**config.mk**
```make
export PLATFORM = sky130hd
export DESIGN_NAME = mtr_ctrl
export DESIGN_NICKNAME = d
export VERILOG_FILES = /design/src/core/mtr_pkg.sv /design/src/core/mtr_ctrl.sv /design/src/core/mtr_trig_sync.sv
export SDC_FILE = /design/constraint.sdc
export NUM_CORES = 1
export LEC_CHECK = 0
export BUFFER_PORTS_ARGS = -buffer_cell sky130_fd_sc_hd__buf_2
export CAP_MARGIN = 15
export CORE_MARGIN = 2
export CORE_UTILIZATION = 45
export CTS_CLUSTER_SIZE = 8
export DETAILED_ROUTE_END_ITERATION = 12
export PLACE_DENSITY_LB_ADDON = 0.12
export SLEW_MARGIN = 20
export SYNTH_ARGS = -nofsm -noshare
export SYNTH_HDL_FRONTEND = slang
export SYNTH_SLANG_ARGS = --single-unit
```
**constraint.sdc**
```tcl
create_clock -name clk -period 3.7 [get_ports clk]
set_clock_uncertainty 0.15 [all_clocks]
set_input_delay 0.555 -clock clk [delete_from_list [all_inputs] [get_ports clk]]
set_output_delay 0.555 -clock clk [all_outputs]
set_load 0.05 [all_outputs]
```
**src/core/mtr_pkg.sv**
```systemverilog
// Shared constants for the meter trigger, range and function control
package mtr_pkg;

  // ==========================================================
  // Clock and timing
  localparam int unsigned CLK_HZ = 125_000_000;
  localparam int unsigned CLK_PERIOD_NS = 8;
  localparam int unsigned TRIG_DELAY_MS = 400;
  localparam int unsigned TRIG_DELAY_CYCLES = TRIG_DELAY_MS * (CLK_HZ / 1000);
  localparam int unsigned COMMIT_HOLD_MS = 2000;
  localparam int unsigned COMMIT_HOLD_CYCLES = COMMIT_HOLD_MS * (CLK_HZ / 1000);
  localparam int unsigned TRIG_PULSE_NS = 1000;
  localparam int unsigned TRIG_PULSE_CYCLES = (TRIG_PULSE_NS + CLK_PERIOD_NS - 1) / CLK_PERIOD_NS;

  // ==========================================================
  // Trigger modes
  localparam logic [2:0] TRIG_INTERNAL = 3'h1;
  localparam logic [2:0] TRIG_KEY = 3'h2;
  localparam logic [2:0] TRIG_KEY_DELAY = 3'h3;
  localparam logic [2:0] TRIG_EXT = 3'h4;
  localparam logic [2:0] TRIG_EXT_DELAY = 3'h5;
  localparam logic [2:0] TRIG_MODE_RESET = 3'h1;

  // ==========================================================
  // Measurement functions
  localparam logic [2:0] FUNC_DCV = 3'h0;
  localparam logic [2:0] FUNC_ACV = 3'h1;
  localparam logic [2:0] FUNC_OHMS = 3'h2;
  localparam logic [2:0] FUNC_FREQ = 3'h3;
  localparam logic [2:0] FUNC_DCI = 3'h4;
  localparam logic [2:0] FUNC_ACI = 3'h5;
  localparam logic [2:0] FUNC_CONT = 3'h6;
  localparam logic [2:0] FUNC_DIODE = 3'h7;

  // ==========================================================
  // Range indices per function
  localparam logic [2:0] RANGE_VOLT_MAX = 3'h4;
  localparam logic [2:0] RANGE_OHMS_MAX = 3'h6;
  localparam logic [2:0] RANGE_FREQ_MAX = 3'h4;
  localparam logic [2:0] RANGE_MA_MIN = 3'h0;
  localparam logic [2:0] RANGE_MA_MAX = 3'h3;
  localparam logic [2:0] RANGE_AMP_MIN = 3'h4;
  localparam logic [2:0] RANGE_AMP_MAX = 3'h5;
  localparam logic [2:0] RANGE_DIODE = 3'h1;
  localparam logic [2:0] RANGE_RESET = 3'h0;

  // ==========================================================
  // Measurement rates
  localparam logic [1:0] RATE_SLOW = 2'h0;
  localparam logic [1:0] RATE_FAST = 2'h2;

  // ==========================================================
  // Register map (byte addresses)
  localparam logic [3:0] REG_CONTROL = 4'h0;
  localparam logic [3:0] REG_STATUS = 4'h4;
  localparam logic [3:0] REG_DONE_COUNT = 4'h8;

  // ==========================================================
  // Trigger sequencer states
  typedef enum logic [2:0] {
    TRIG_ST_IDLE = 3'h1,
    TRIG_ST_DELAY = 3'h2,
    TRIG_ST_MEASURE = 3'h4
  } mtr_trig_state_type;

endpackage

```
**src/core/mtr_ctrl.sv**
```systemverilog
// Meter trigger, range and function control with Avalon-MM registers
`timescale 1ns/1ps
`default_nettype none

module mtr_ctrl #(
  parameter int unsigned DELAY_CYCLES = mtr_pkg::TRIG_DELAY_CYCLES,
  parameter int unsigned HOLD_CYCLES = mtr_pkg::COMMIT_HOLD_CYCLES
) (
  // Clock and reset
  input wire logic clk,
  input wire logic rst,
  // Avalon-MM slave
  input wire logic [3:0] avs_address,
  input wire logic avs_read,
  input wire logic avs_write,
  input wire logic [31:0] avs_writedata,
  input wire logic [3:0] avs_byteenable,
  output logic [31:0] avs_readdata,
  output logic avs_waitrequest,
  // Front panel key strobes and range key level
  input wire logic func_key_valid,
  input wire logic [2:0] func_key_code,
  input wire logic sec_key_valid,
  input wire logic [2:0] sec_key_code,
  input wire logic mod_key_valid,
  input wire logic [1:0] mod_key_code,
  input wire logic key_range,
  input wire logic range_key_level,
  input wire logic key_up,
  input wire logic key_down,
  input wire logic key_shift,
  input wire logic key_rate_trig,
  // Rear serial trigger connector
  input wire logic ext_trig_in,
  output logic trig_out_n,
  // Measurement engine
  output logic meas_start,
  input wire logic meas_done,
  input wire logic meas_over_full_scale,
  input wire logic meas_under_lower,
  input wire logic meas_below_20_ohm,
  input wire logic meas_diode_over_2v,
  input wire logic lead_ma,
  input wire logic lead_10a,
  // Display and annunciators
  output logic [2:0] func,
  output logic [2:0] range,
  output logic auto_range,
  output logic overload_indication,
  output logic wire4_annunc,
  output logic amp_group_annunc,
  output logic ext_trig_annunc,
  output logic [1:0] rate,
  output logic [3:0] mods_active,
  output logic [2:0] sec_func,
  output logic sec_on,
  output logic menu_active,
  output logic [2:0] menu_mode,
  output logic beeper
);

  typedef struct packed {
    mtr_pkg::mtr_trig_state_type trig_state;
    logic [2:0] trig_mode;
    logic [2:0] menu_mode;
    logic menu;
    logic shift;
    logic [27:0] delay_cnt;
    logic [27:0] hold_cnt;
    logic [7:0] pulse_cnt;
    logic meas_start;
    logic trig_out_n;
    logic [2:0] func;
    logic func_chosen;
    logic [2:0] sec_func;
    logic sec_on;
    logic [2:0] range;
    logic auto_range;
    logic overload;
    logic wire4;
    logic [3:0] mods;
    logic [1:0] rate_sel;
    logic [1:0] rate;
    logic beeper;
    logic amp_group;
    logic ext_annunc;
    logic waitrequest;
    logic [31:0] readdata;
    logic [15:0] done_count;
  } mtr_ctrl_reg_type;

  mtr_ctrl_reg_type r;
  mtr_ctrl_reg_type next_r;
  logic ext_strobe;

  // ==========================================================
  // External trigger conditioning
  mtr_trig_sync u_trig_sync (
    .clk(clk),
    .rst(rst),
    .trig_in(ext_trig_in),
    .trig_strobe(ext_strobe)
  );

  // ==========================================================
  // Range limits per function and terminal
  function automatic logic [2:0] range_lo(input logic [2:0] f, input logic hi);
    logic [2:0] v;
    v = 3'h0;
    if ((f == mtr_pkg::FUNC_DCI) || (f == mtr_pkg::FUNC_ACI)) begin
      v = hi ? mtr_pkg::RANGE_AMP_MIN : mtr_pkg::RANGE_MA_MIN;
    end else if (f == mtr_pkg::FUNC_DIODE) begin
      v = mtr_pkg::RANGE_DIODE;
    end
    return v;
  endfunction

  function automatic logic [2:0] range_hi(input logic [2:0] f, input logic hi);
    logic [2:0] v;
    v = 3'h0;
    case (f)
      mtr_pkg::FUNC_DCV, mtr_pkg::FUNC_ACV: v = mtr_pkg::RANGE_VOLT_MAX;
      mtr_pkg::FUNC_OHMS, mtr_pkg::FUNC_CONT: v = mtr_pkg::RANGE_OHMS_MAX;
      mtr_pkg::FUNC_FREQ: v = mtr_pkg::RANGE_FREQ_MAX;
      mtr_pkg::FUNC_DCI, mtr_pkg::FUNC_ACI: v = hi ? mtr_pkg::RANGE_AMP_MAX : mtr_pkg::RANGE_MA_MAX;
      mtr_pkg::FUNC_DIODE: v = mtr_pkg::RANGE_DIODE;
      default: v = 3'h0;
    endcase
    return v;
  endfunction

  always_comb begin
    logic trig_accept;
    logic delayed;
    logic [2:0] lo;
    logic [2:0] hi;
    logic diode;
    logic bus_req;
    trig_accept = 1'b0;
    delayed = 1'b0;
    lo = 3'h0;
    hi = 3'h0;
    diode = 1'b0;
    bus_req = 1'b0;
    next_r = r;
    next_r.meas_start = 1'b0;

    // ==========================================================
    // Keys and menu
    if (key_shift) begin
      next_r.shift = 1'b1;
    end
    if (key_rate_trig) begin
      next_r.shift = 1'b0;
      if (r.shift) begin
        next_r.menu = 1'b1;
        next_r.menu_mode = r.trig_mode;
        next_r.hold_cnt = '0;
      end else if (!r.menu) begin
        if ((r.trig_mode == mtr_pkg::TRIG_KEY) || (r.trig_mode == mtr_pkg::TRIG_KEY_DELAY)) begin
          trig_accept = 1'b1;
        end else begin
          next_r.rate_sel = (r.rate_sel == mtr_pkg::RATE_FAST) ? mtr_pkg::RATE_SLOW : r.rate_sel + 2'h1;
        end
      end
    end
    if (r.menu) begin
      if (key_up && (r.menu_mode < mtr_pkg::TRIG_EXT_DELAY)) begin
        next_r.menu_mode = r.menu_mode + 3'h1;
      end else if (key_down && (r.menu_mode > mtr_pkg::TRIG_INTERNAL)) begin
        next_r.menu_mode = r.menu_mode - 3'h1;
      end
      if (range_key_level) begin
        if (r.hold_cnt == 28'(HOLD_CYCLES - 1)) begin
          next_r.trig_mode = r.menu_mode;
          next_r.menu = 1'b0;
          next_r.hold_cnt = '0;
        end else begin
          next_r.hold_cnt = r.hold_cnt + 28'h1;
        end
      end else begin
        next_r.hold_cnt = '0;
      end
      if (func_key_valid || mod_key_valid) begin
        next_r.menu = 1'b0;
      end
    end else begin
      lo = range_lo(r.func, r.amp_group);
      hi = range_hi(r.func, r.amp_group);
      if (key_range && (r.func != mtr_pkg::FUNC_DIODE)) begin
        next_r.auto_range = ~r.auto_range;
      end else if ((key_up || key_down) && (r.func != mtr_pkg::FUNC_DIODE)) begin
        next_r.auto_range = 1'b0;
        if (key_up && (r.range < hi)) begin
          next_r.range = r.range + 3'h1;
        end else if (key_down && (r.range > lo)) begin
          next_r.range = r.range - 3'h1;
        end
      end
    end

    // ==========================================================
    // Function, secondary display and modifiers
    if (func_key_valid) begin
      next_r.func_chosen = 1'b1;
      next_r.mods = 4'h0;
      next_r.sec_on = 1'b0;
      next_r.overload = 1'b0;
      next_r.func = func_key_code;
      if (func_key_code == mtr_pkg::FUNC_OHMS) begin
        next_r.wire4 = ~r.wire4;
      end else if (func_key_code == mtr_pkg::FUNC_CONT || func_key_code == mtr_pkg::FUNC_DIODE) begin
        next_r.func = (r.func == mtr_pkg::FUNC_CONT) ? mtr_pkg::FUNC_DIODE : mtr_pkg::FUNC_CONT;
      end
      if (func_key_code != r.func) begin
        next_r.range = range_lo(func_key_code, r.amp_group);
        next_r.auto_range = 1'b1;
      end
    end else if (mod_key_valid && r.func_chosen) begin
      next_r.mods = r.mods | (4'h1 << mod_key_code);
    end
    if (sec_key_valid && (sec_key_code != mtr_pkg::FUNC_CONT) && (sec_key_code != mtr_pkg::FUNC_DIODE)) begin
      next_r.sec_func = sec_key_code;
      next_r.sec_on = 1'b1;
    end

    // ==========================================================
    // Terminal limits and forced settings
    next_r.amp_group = lead_10a & ~lead_ma | lead_10a;
    lo = range_lo(next_r.func, next_r.amp_group);
    hi = range_hi(next_r.func, next_r.amp_group);
    diode = (r.func == mtr_pkg::FUNC_DIODE);
    if (diode) begin
      next_r.range = mtr_pkg::RANGE_DIODE;
    end
    next_r.rate = (diode || r.func == mtr_pkg::FUNC_CONT) ? mtr_pkg::RATE_FAST : r.rate_sel;
    next_r.beeper = (r.func == mtr_pkg::FUNC_CONT) && meas_below_20_ohm;
    next_r.ext_annunc = (r.trig_mode == mtr_pkg::TRIG_EXT) || (r.trig_mode == mtr_pkg::TRIG_EXT_DELAY);

    // ==========================================================
    // Autoranging on each completed reading
    if (meas_done && !func_key_valid) begin
      if (diode) begin
        next_r.overload = meas_diode_over_2v;
      end else if (r.auto_range) begin
        next_r.overload = 1'b0;
        if (meas_over_full_scale) begin
          if (r.range < hi) begin
            next_r.range = r.range + 3'h1;
          end else begin
            next_r.overload = 1'b1;
          end
        end else if (meas_under_lower && (r.range > lo)) begin
          next_r.range = r.range - 3'h1;
        end
      end else begin
        next_r.overload = meas_over_full_scale;
      end
    end
    // Clamp last so no ranging step leaves the terminal group
    if (next_r.range > hi) begin
      next_r.range = hi;
    end else if (next_r.range < lo) begin
      next_r.range = lo;
    end

    // ==========================================================
    // Trigger sequencer
    if (ext_strobe && r.ext_annunc) begin
      trig_accept = 1'b1;
    end
    delayed = (r.trig_mode == mtr_pkg::TRIG_KEY_DELAY) || (r.trig_mode == mtr_pkg::TRIG_EXT_DELAY);
    case (r.trig_state)
      mtr_pkg::TRIG_ST_IDLE: begin
        if (r.trig_mode == mtr_pkg::TRIG_INTERNAL && !r.menu) begin
          next_r.meas_start = 1'b1;
          next_r.trig_state = mtr_pkg::TRIG_ST_MEASURE;
        end else if (trig_accept && delayed) begin
          next_r.delay_cnt = '0;
          next_r.trig_state = mtr_pkg::TRIG_ST_DELAY;
        end else if (trig_accept) begin
          next_r.meas_start = 1'b1;
          next_r.trig_state = mtr_pkg::TRIG_ST_MEASURE;
        end
      end
      mtr_pkg::TRIG_ST_DELAY: begin
        if (r.delay_cnt == 28'(DELAY_CYCLES - 1)) begin
          next_r.meas_start = 1'b1;
          next_r.trig_state = mtr_pkg::TRIG_ST_MEASURE;
        end else begin
          next_r.delay_cnt = r.delay_cnt + 28'h1;
        end
      end
      mtr_pkg::TRIG_ST_MEASURE: begin
        if (meas_done) begin
          next_r.trig_state = mtr_pkg::TRIG_ST_IDLE;
          next_r.pulse_cnt = 8'(mtr_pkg::TRIG_PULSE_CYCLES);
          next_r.done_count = r.done_count + 16'h1;
        end
      end
      default: next_r.trig_state = mtr_pkg::TRIG_ST_IDLE;
    endcase
    if (r.trig_state == mtr_pkg::TRIG_ST_MEASURE && meas_done) begin
      next_r.trig_out_n = 1'b0;
    end else if (r.pulse_cnt > 8'h1) begin
      next_r.pulse_cnt = r.pulse_cnt - 8'h1;
      next_r.trig_out_n = 1'b0;
    end else begin
      next_r.pulse_cnt = 8'h0;
      next_r.trig_out_n = 1'b1;
    end

    // ==========================================================
    // Avalon-MM slave: one wait cycle, then answer
    bus_req = avs_read | avs_write;
    next_r.waitrequest = ~(bus_req & r.waitrequest);
    if (avs_read && r.waitrequest) begin
      case (avs_address)
        mtr_pkg::REG_CONTROL: next_r.readdata = {29'h0, r.trig_mode};
        mtr_pkg::REG_STATUS: next_r.readdata = {9'h0, r.wire4, r.amp_group, r.menu, r.mods,
                                               2'h0, r.overload, r.auto_range, 1'b0, r.range,
                                               1'b0, r.func, 1'b0, r.trig_state};
        mtr_pkg::REG_DONE_COUNT: next_r.readdata = {16'h0, r.done_count};
        default: next_r.readdata = 32'h0;
      endcase
    end
    if (avs_write && !r.waitrequest && avs_byteenable[0] && (avs_address == mtr_pkg::REG_CONTROL)) begin
      if ((avs_writedata[2:0] >= mtr_pkg::TRIG_INTERNAL) && (avs_writedata[2:0] <= mtr_pkg::TRIG_EXT_DELAY)) begin
        next_r.trig_mode = avs_writedata[2:0];
      end
    end
  end

  always_ff @(posedge clk) begin
    if (rst) begin
      r <= '0;
      r.trig_state <= mtr_pkg::TRIG_ST_IDLE;
      r.trig_mode <= mtr_pkg::TRIG_MODE_RESET;
      r.menu_mode <= mtr_pkg::TRIG_MODE_RESET;
      r.trig_out_n <= 1'b1;
      r.range <= mtr_pkg::RANGE_RESET;
      r.auto_range <= 1'b1;
      r.waitrequest <= 1'b1;
    end else begin
      r <= next_r;
    end
  end

  // ==========================================================
  // Outputs
  assign avs_readdata = r.readdata;
  assign avs_waitrequest = r.waitrequest;
  assign trig_out_n = r.trig_out_n;
  assign meas_start = r.meas_start;
  assign func = r.func;
  assign range = r.range;
  assign auto_range = r.auto_range;
  assign overload_indication = r.overload;
  assign wire4_annunc = r.wire4;
  assign amp_group_annunc = r.amp_group;
  assign ext_trig_annunc = r.ext_annunc;
  assign rate = r.rate;
  assign mods_active = r.mods;
  assign sec_func = r.sec_func;
  assign sec_on = r.sec_on;
  assign menu_active = r.menu;
  assign menu_mode = r.menu_mode;
  assign beeper = r.beeper;

endmodule // mtr_ctrl

`default_nettype wire

```
**src/core/mtr_trig_sync.sv**
```systemverilog
// Trigger input synchroniser and rising edge strobe
`timescale 1ns/1ps
`default_nettype none

module mtr_trig_sync (
  // Clock and reset
  input wire logic clk,
  input wire logic rst,
  // Raw trigger and strobe
  input wire logic trig_in,
  output logic trig_strobe
);

  typedef struct packed {
    logic s1;
    logic s2;
    logic s3;
    logic strobe;
  } mtr_sync_reg_type;

  mtr_sync_reg_type r;
  mtr_sync_reg_type next_r;

  always_comb begin
    next_r = r;
    next_r.s1 = trig_in;
    next_r.s2 = r.s1;
    next_r.s3 = r.s2;
    next_r.strobe = r.s2 & ~r.s3;
  end

  always_ff @(posedge clk) begin
    if (rst) begin
      r <= '0;
    end else begin
      r <= next_r;
    end
  end

  assign trig_strobe = r.strobe;

endmodule // mtr_trig_sync

`default_nettype wire

```
==> impl_metrics.ini <==
[detailed_routing]
vias_per_cell = 5.312
wl_mm = 18.78
dr.pass1.iters = 5
drc = 0
drt_iter0_markers = 416
antenna_left = 0
avgRoutedWirePerCell_um = 14.42
vias = 6922

[final_layout]
synthToLayoutAreaGrowth_pct = 20.87
instances_no_fill = 1303
finalInstanceArea_um2 = 9335
finalNetCount = 1161
final_cell_mix = 143 x dfxtp_1, 139 x nor2_1, 88 x nand2_1
layout-drive-gt1-share_pct = 23.75
final_common_cell = dfxtp_1

[critical_path]
startpoint = func[2]
required_ns = 3.90
rr_startpoint = func[2]
startpoint_type = flip-flop
critPathArrivalTime_ns = 4.12
critPathMaxFanout = 5
cp-end-kind = flip-flop
critPathKind = reg -> reg

[clock_network]
cts_tree = built
cts.clk_slew.worst_paths_ns = 0.06
root_buffer = clkbuf_16
cts_max_path_buffers = 2
clk_latency_ns = 0.42
h-tree-depth = 4
cts_buffers = 17
clock-sinks = 146

[sta]
timing.final.crit_period_ns = 3.926
setup_tns_ns = -0.3728
fin_crit_sh_pct = 106.1
setup_viol = 3
hold_viol_final = 0
fmax_mhz = 254.7
drv_slew = 0
postLayoutSetupSlackWorst_ns = -0.2262
rsz0062_at_grt = yes
relSlewSlack_pct = 35.33
worst_pin_slew_ns = 0.9700

[synthesis]
ys_ff_latch = 146
synthTopCellsByArea = dfxtp_1 38%, nor2_1 6.9%, a21oi_1 5.1%
syn_area_um2 = 7724
yosys.area_share.adder_pct = 3.726
syn_area_per_cell_um2 = 8.012
synth_top_family_by_area = simple AND/OR/NAND/NOR gates
synth_edf_count = 0
synth-async-reset-ratio_pct = 0
synth_largest_area_cell = dfxtp_1
synthXorXnorAreaFrac_pct = 4.989
synth-main-ff-cell = dfxtp_1
yosysWarnings = 0
synth_cell_types = 71
yosysTopAreaCellShare_pct = 37.84
synth_compound_area_share_pct = 16.23
yosys.area_share.simple_pct = 27.57
synth_mux_area_share_pct = 1.490
syn-instance-count = 964
yosysSeqAreaShare_pct = 37.84

[grt]
track_usage_pct = 20.66
overflow = 0
grt_max_degree = 91
antenna_found_initial = 2
grt_pass1_wl_mm = 30.50
grt_pass1_vias = 6300

[placement]
dpl_cell_area_um2 = 8406
port_buffers = 87
post-place-ws_ns = -0.5445
hpwl_mm = 13.01
place_inst = 1245
place.gp.congestion = 0.8175

[power]
ir_drop_mv = 0.3213
leakagePower_nw = 3.720
power_density_nw_per_um2 = 478.6

[floorplan]
start_util_pct = 46.25
die_w_um = 135.0
dieHeight_um = 135.0
io_pins = 130
dieArea_um2 = 18230
num_rows = 47
core_um2 = 16700

[job]
maxCapViolCount = 0

[hold_path]
hold_path_class = in -> reg
hold_start = ext_trig_in

[run_status]
status = complete, but fails checks
violations = negative setup slack
==> sequential cells by signal, summed over array words and instances (netlist names), 2 cells and up <==
name and cells:
r 90, avs_readdata 23, mods_active 4, func 3, menu_mode 3, range 3
sec_func 3, rate 2, u_trig_sync.next_r 2
==> where the power goes <==
group | leakage, nW | switching (mW) | total [mW] | internal, mW
registers | 1.18 | 0.0652 | 1.71 | 1.64
clock network | 0.275 | 0.724 | 1.68 | 0.961
logic | 2.26 | 0.612 | 1.08 | 0.466
total | 3.72 | 1.40 | 4.47 | 3.07
==> stage by stage <==
stage	util [%]	hold WS, ns	power, mW
after floorplan	-	0.2174	2.393
after global placement	50.33	0.2244	2.670
after detailed placement	50.33	0.2223	2.675
after CTS	54.94	0.1727	4.435
after global routing	55.88	0.1828	4.694
final	55.90	0.1887	4.468
==> final timing paths <==
path	end	cells after the start	slack, ns
worst min register to register	u_trig_sync.trig_strobe	1	0.23
worst max register to register	range[0]	21	-0.23
worst max-delay path	range[0]	21	-0.23
worst min-delay path	u_trig_sync.next_r[2]	2	0.19
==> worst max-delay path, cell delays in order, from the launching register on <==
cell      delay (ns)
dfxtp_2         0.36
nand2_2         0.09
nor4b_4         0.29
nor2_4          0.09
nand2_4         0.09
nand2b_4        0.07
a21oi_4         0.15
ha_4            0.23
nand2_2         0.10
o211ai_1        0.15
buf_4           0.17
o32ai_1         0.33
nor2_1          0.12
a211oi_2        0.22
nor3_2          0.08
ha_1            0.32
a21oi_2         0.06
a31oi_2         0.17
buf_4           0.17
a21oi_1         0.04
or3_1           0.31
o211ai_1        0.09
==> area by class of cell <==
class,count,area (um2)
Fill cell,1586,7366
Multi-Input combinational cell,712,4408
Sequential cell,146,2929
Timing Repair Buffer,165,1035
Clock buffer,18,439.2
Tap cell,220,275.3
Clock inverter,14,145.1
Inverter,27,101.3
Antenna cell,1,2.502
==> routing by layer <==
metal  up-vias  GRT usage [%]  part of all wire (%)
met3        21          4.542                   4.8
met5         -              0                     0
met4         0          6.655                   1.7
li1       3540              -                     -
met1      3213          27.17                    47
met2       148          33.81                    47
==> cells in the mapped netlist (6+ instances only) <==
library cell / instances
dfxtp_1: 146
nor2_1: 141
nand2_1: 92
a21oi_1: 79
buf_4: 52
o21ai_0: 47
nand3_1: 46
clkbuf_1: 27
inv_1: 26
nor3_1: 26
ha_1: 23
xnor2_1: 23
xor2_1: 21
and3_1: 18
a22oi_1: 16
or3_1: 16
a31oi_1: 12
nor2b_1: 12
nand4_1: 11
o211ai_1: 10
mux2i_1: 7
buf_1: 6
nand2b_1: 6
==> cell families (layout without fill, tap and decap cells) <==
| logic type | Yosys count | in the layout |
|---|---|---|
| AO/OA/AOI/OAI | 203 | 203 |
| XOR/XNOR | 44 | 44 |
| adder cells (fa/ha/maj) | 23 | 23 |
| buffers and inverters | 114 | 224 |
| flip-flops | 146 | 146 |
| multiplexers | 11 | 11 |
| other | 1 | 10 |
| AND/OR/NAND/NOR | 422 | 422 |
==> timing repair <==
item	4_1_cts	5_1_grt
buffers inserted	19	6
hold buffers	0	0
pin swaps	8	9
gates resized for setup	12	20
setup endpoints to repair	3	3
No activity file was read; power rests on OpenSTA's default activity.
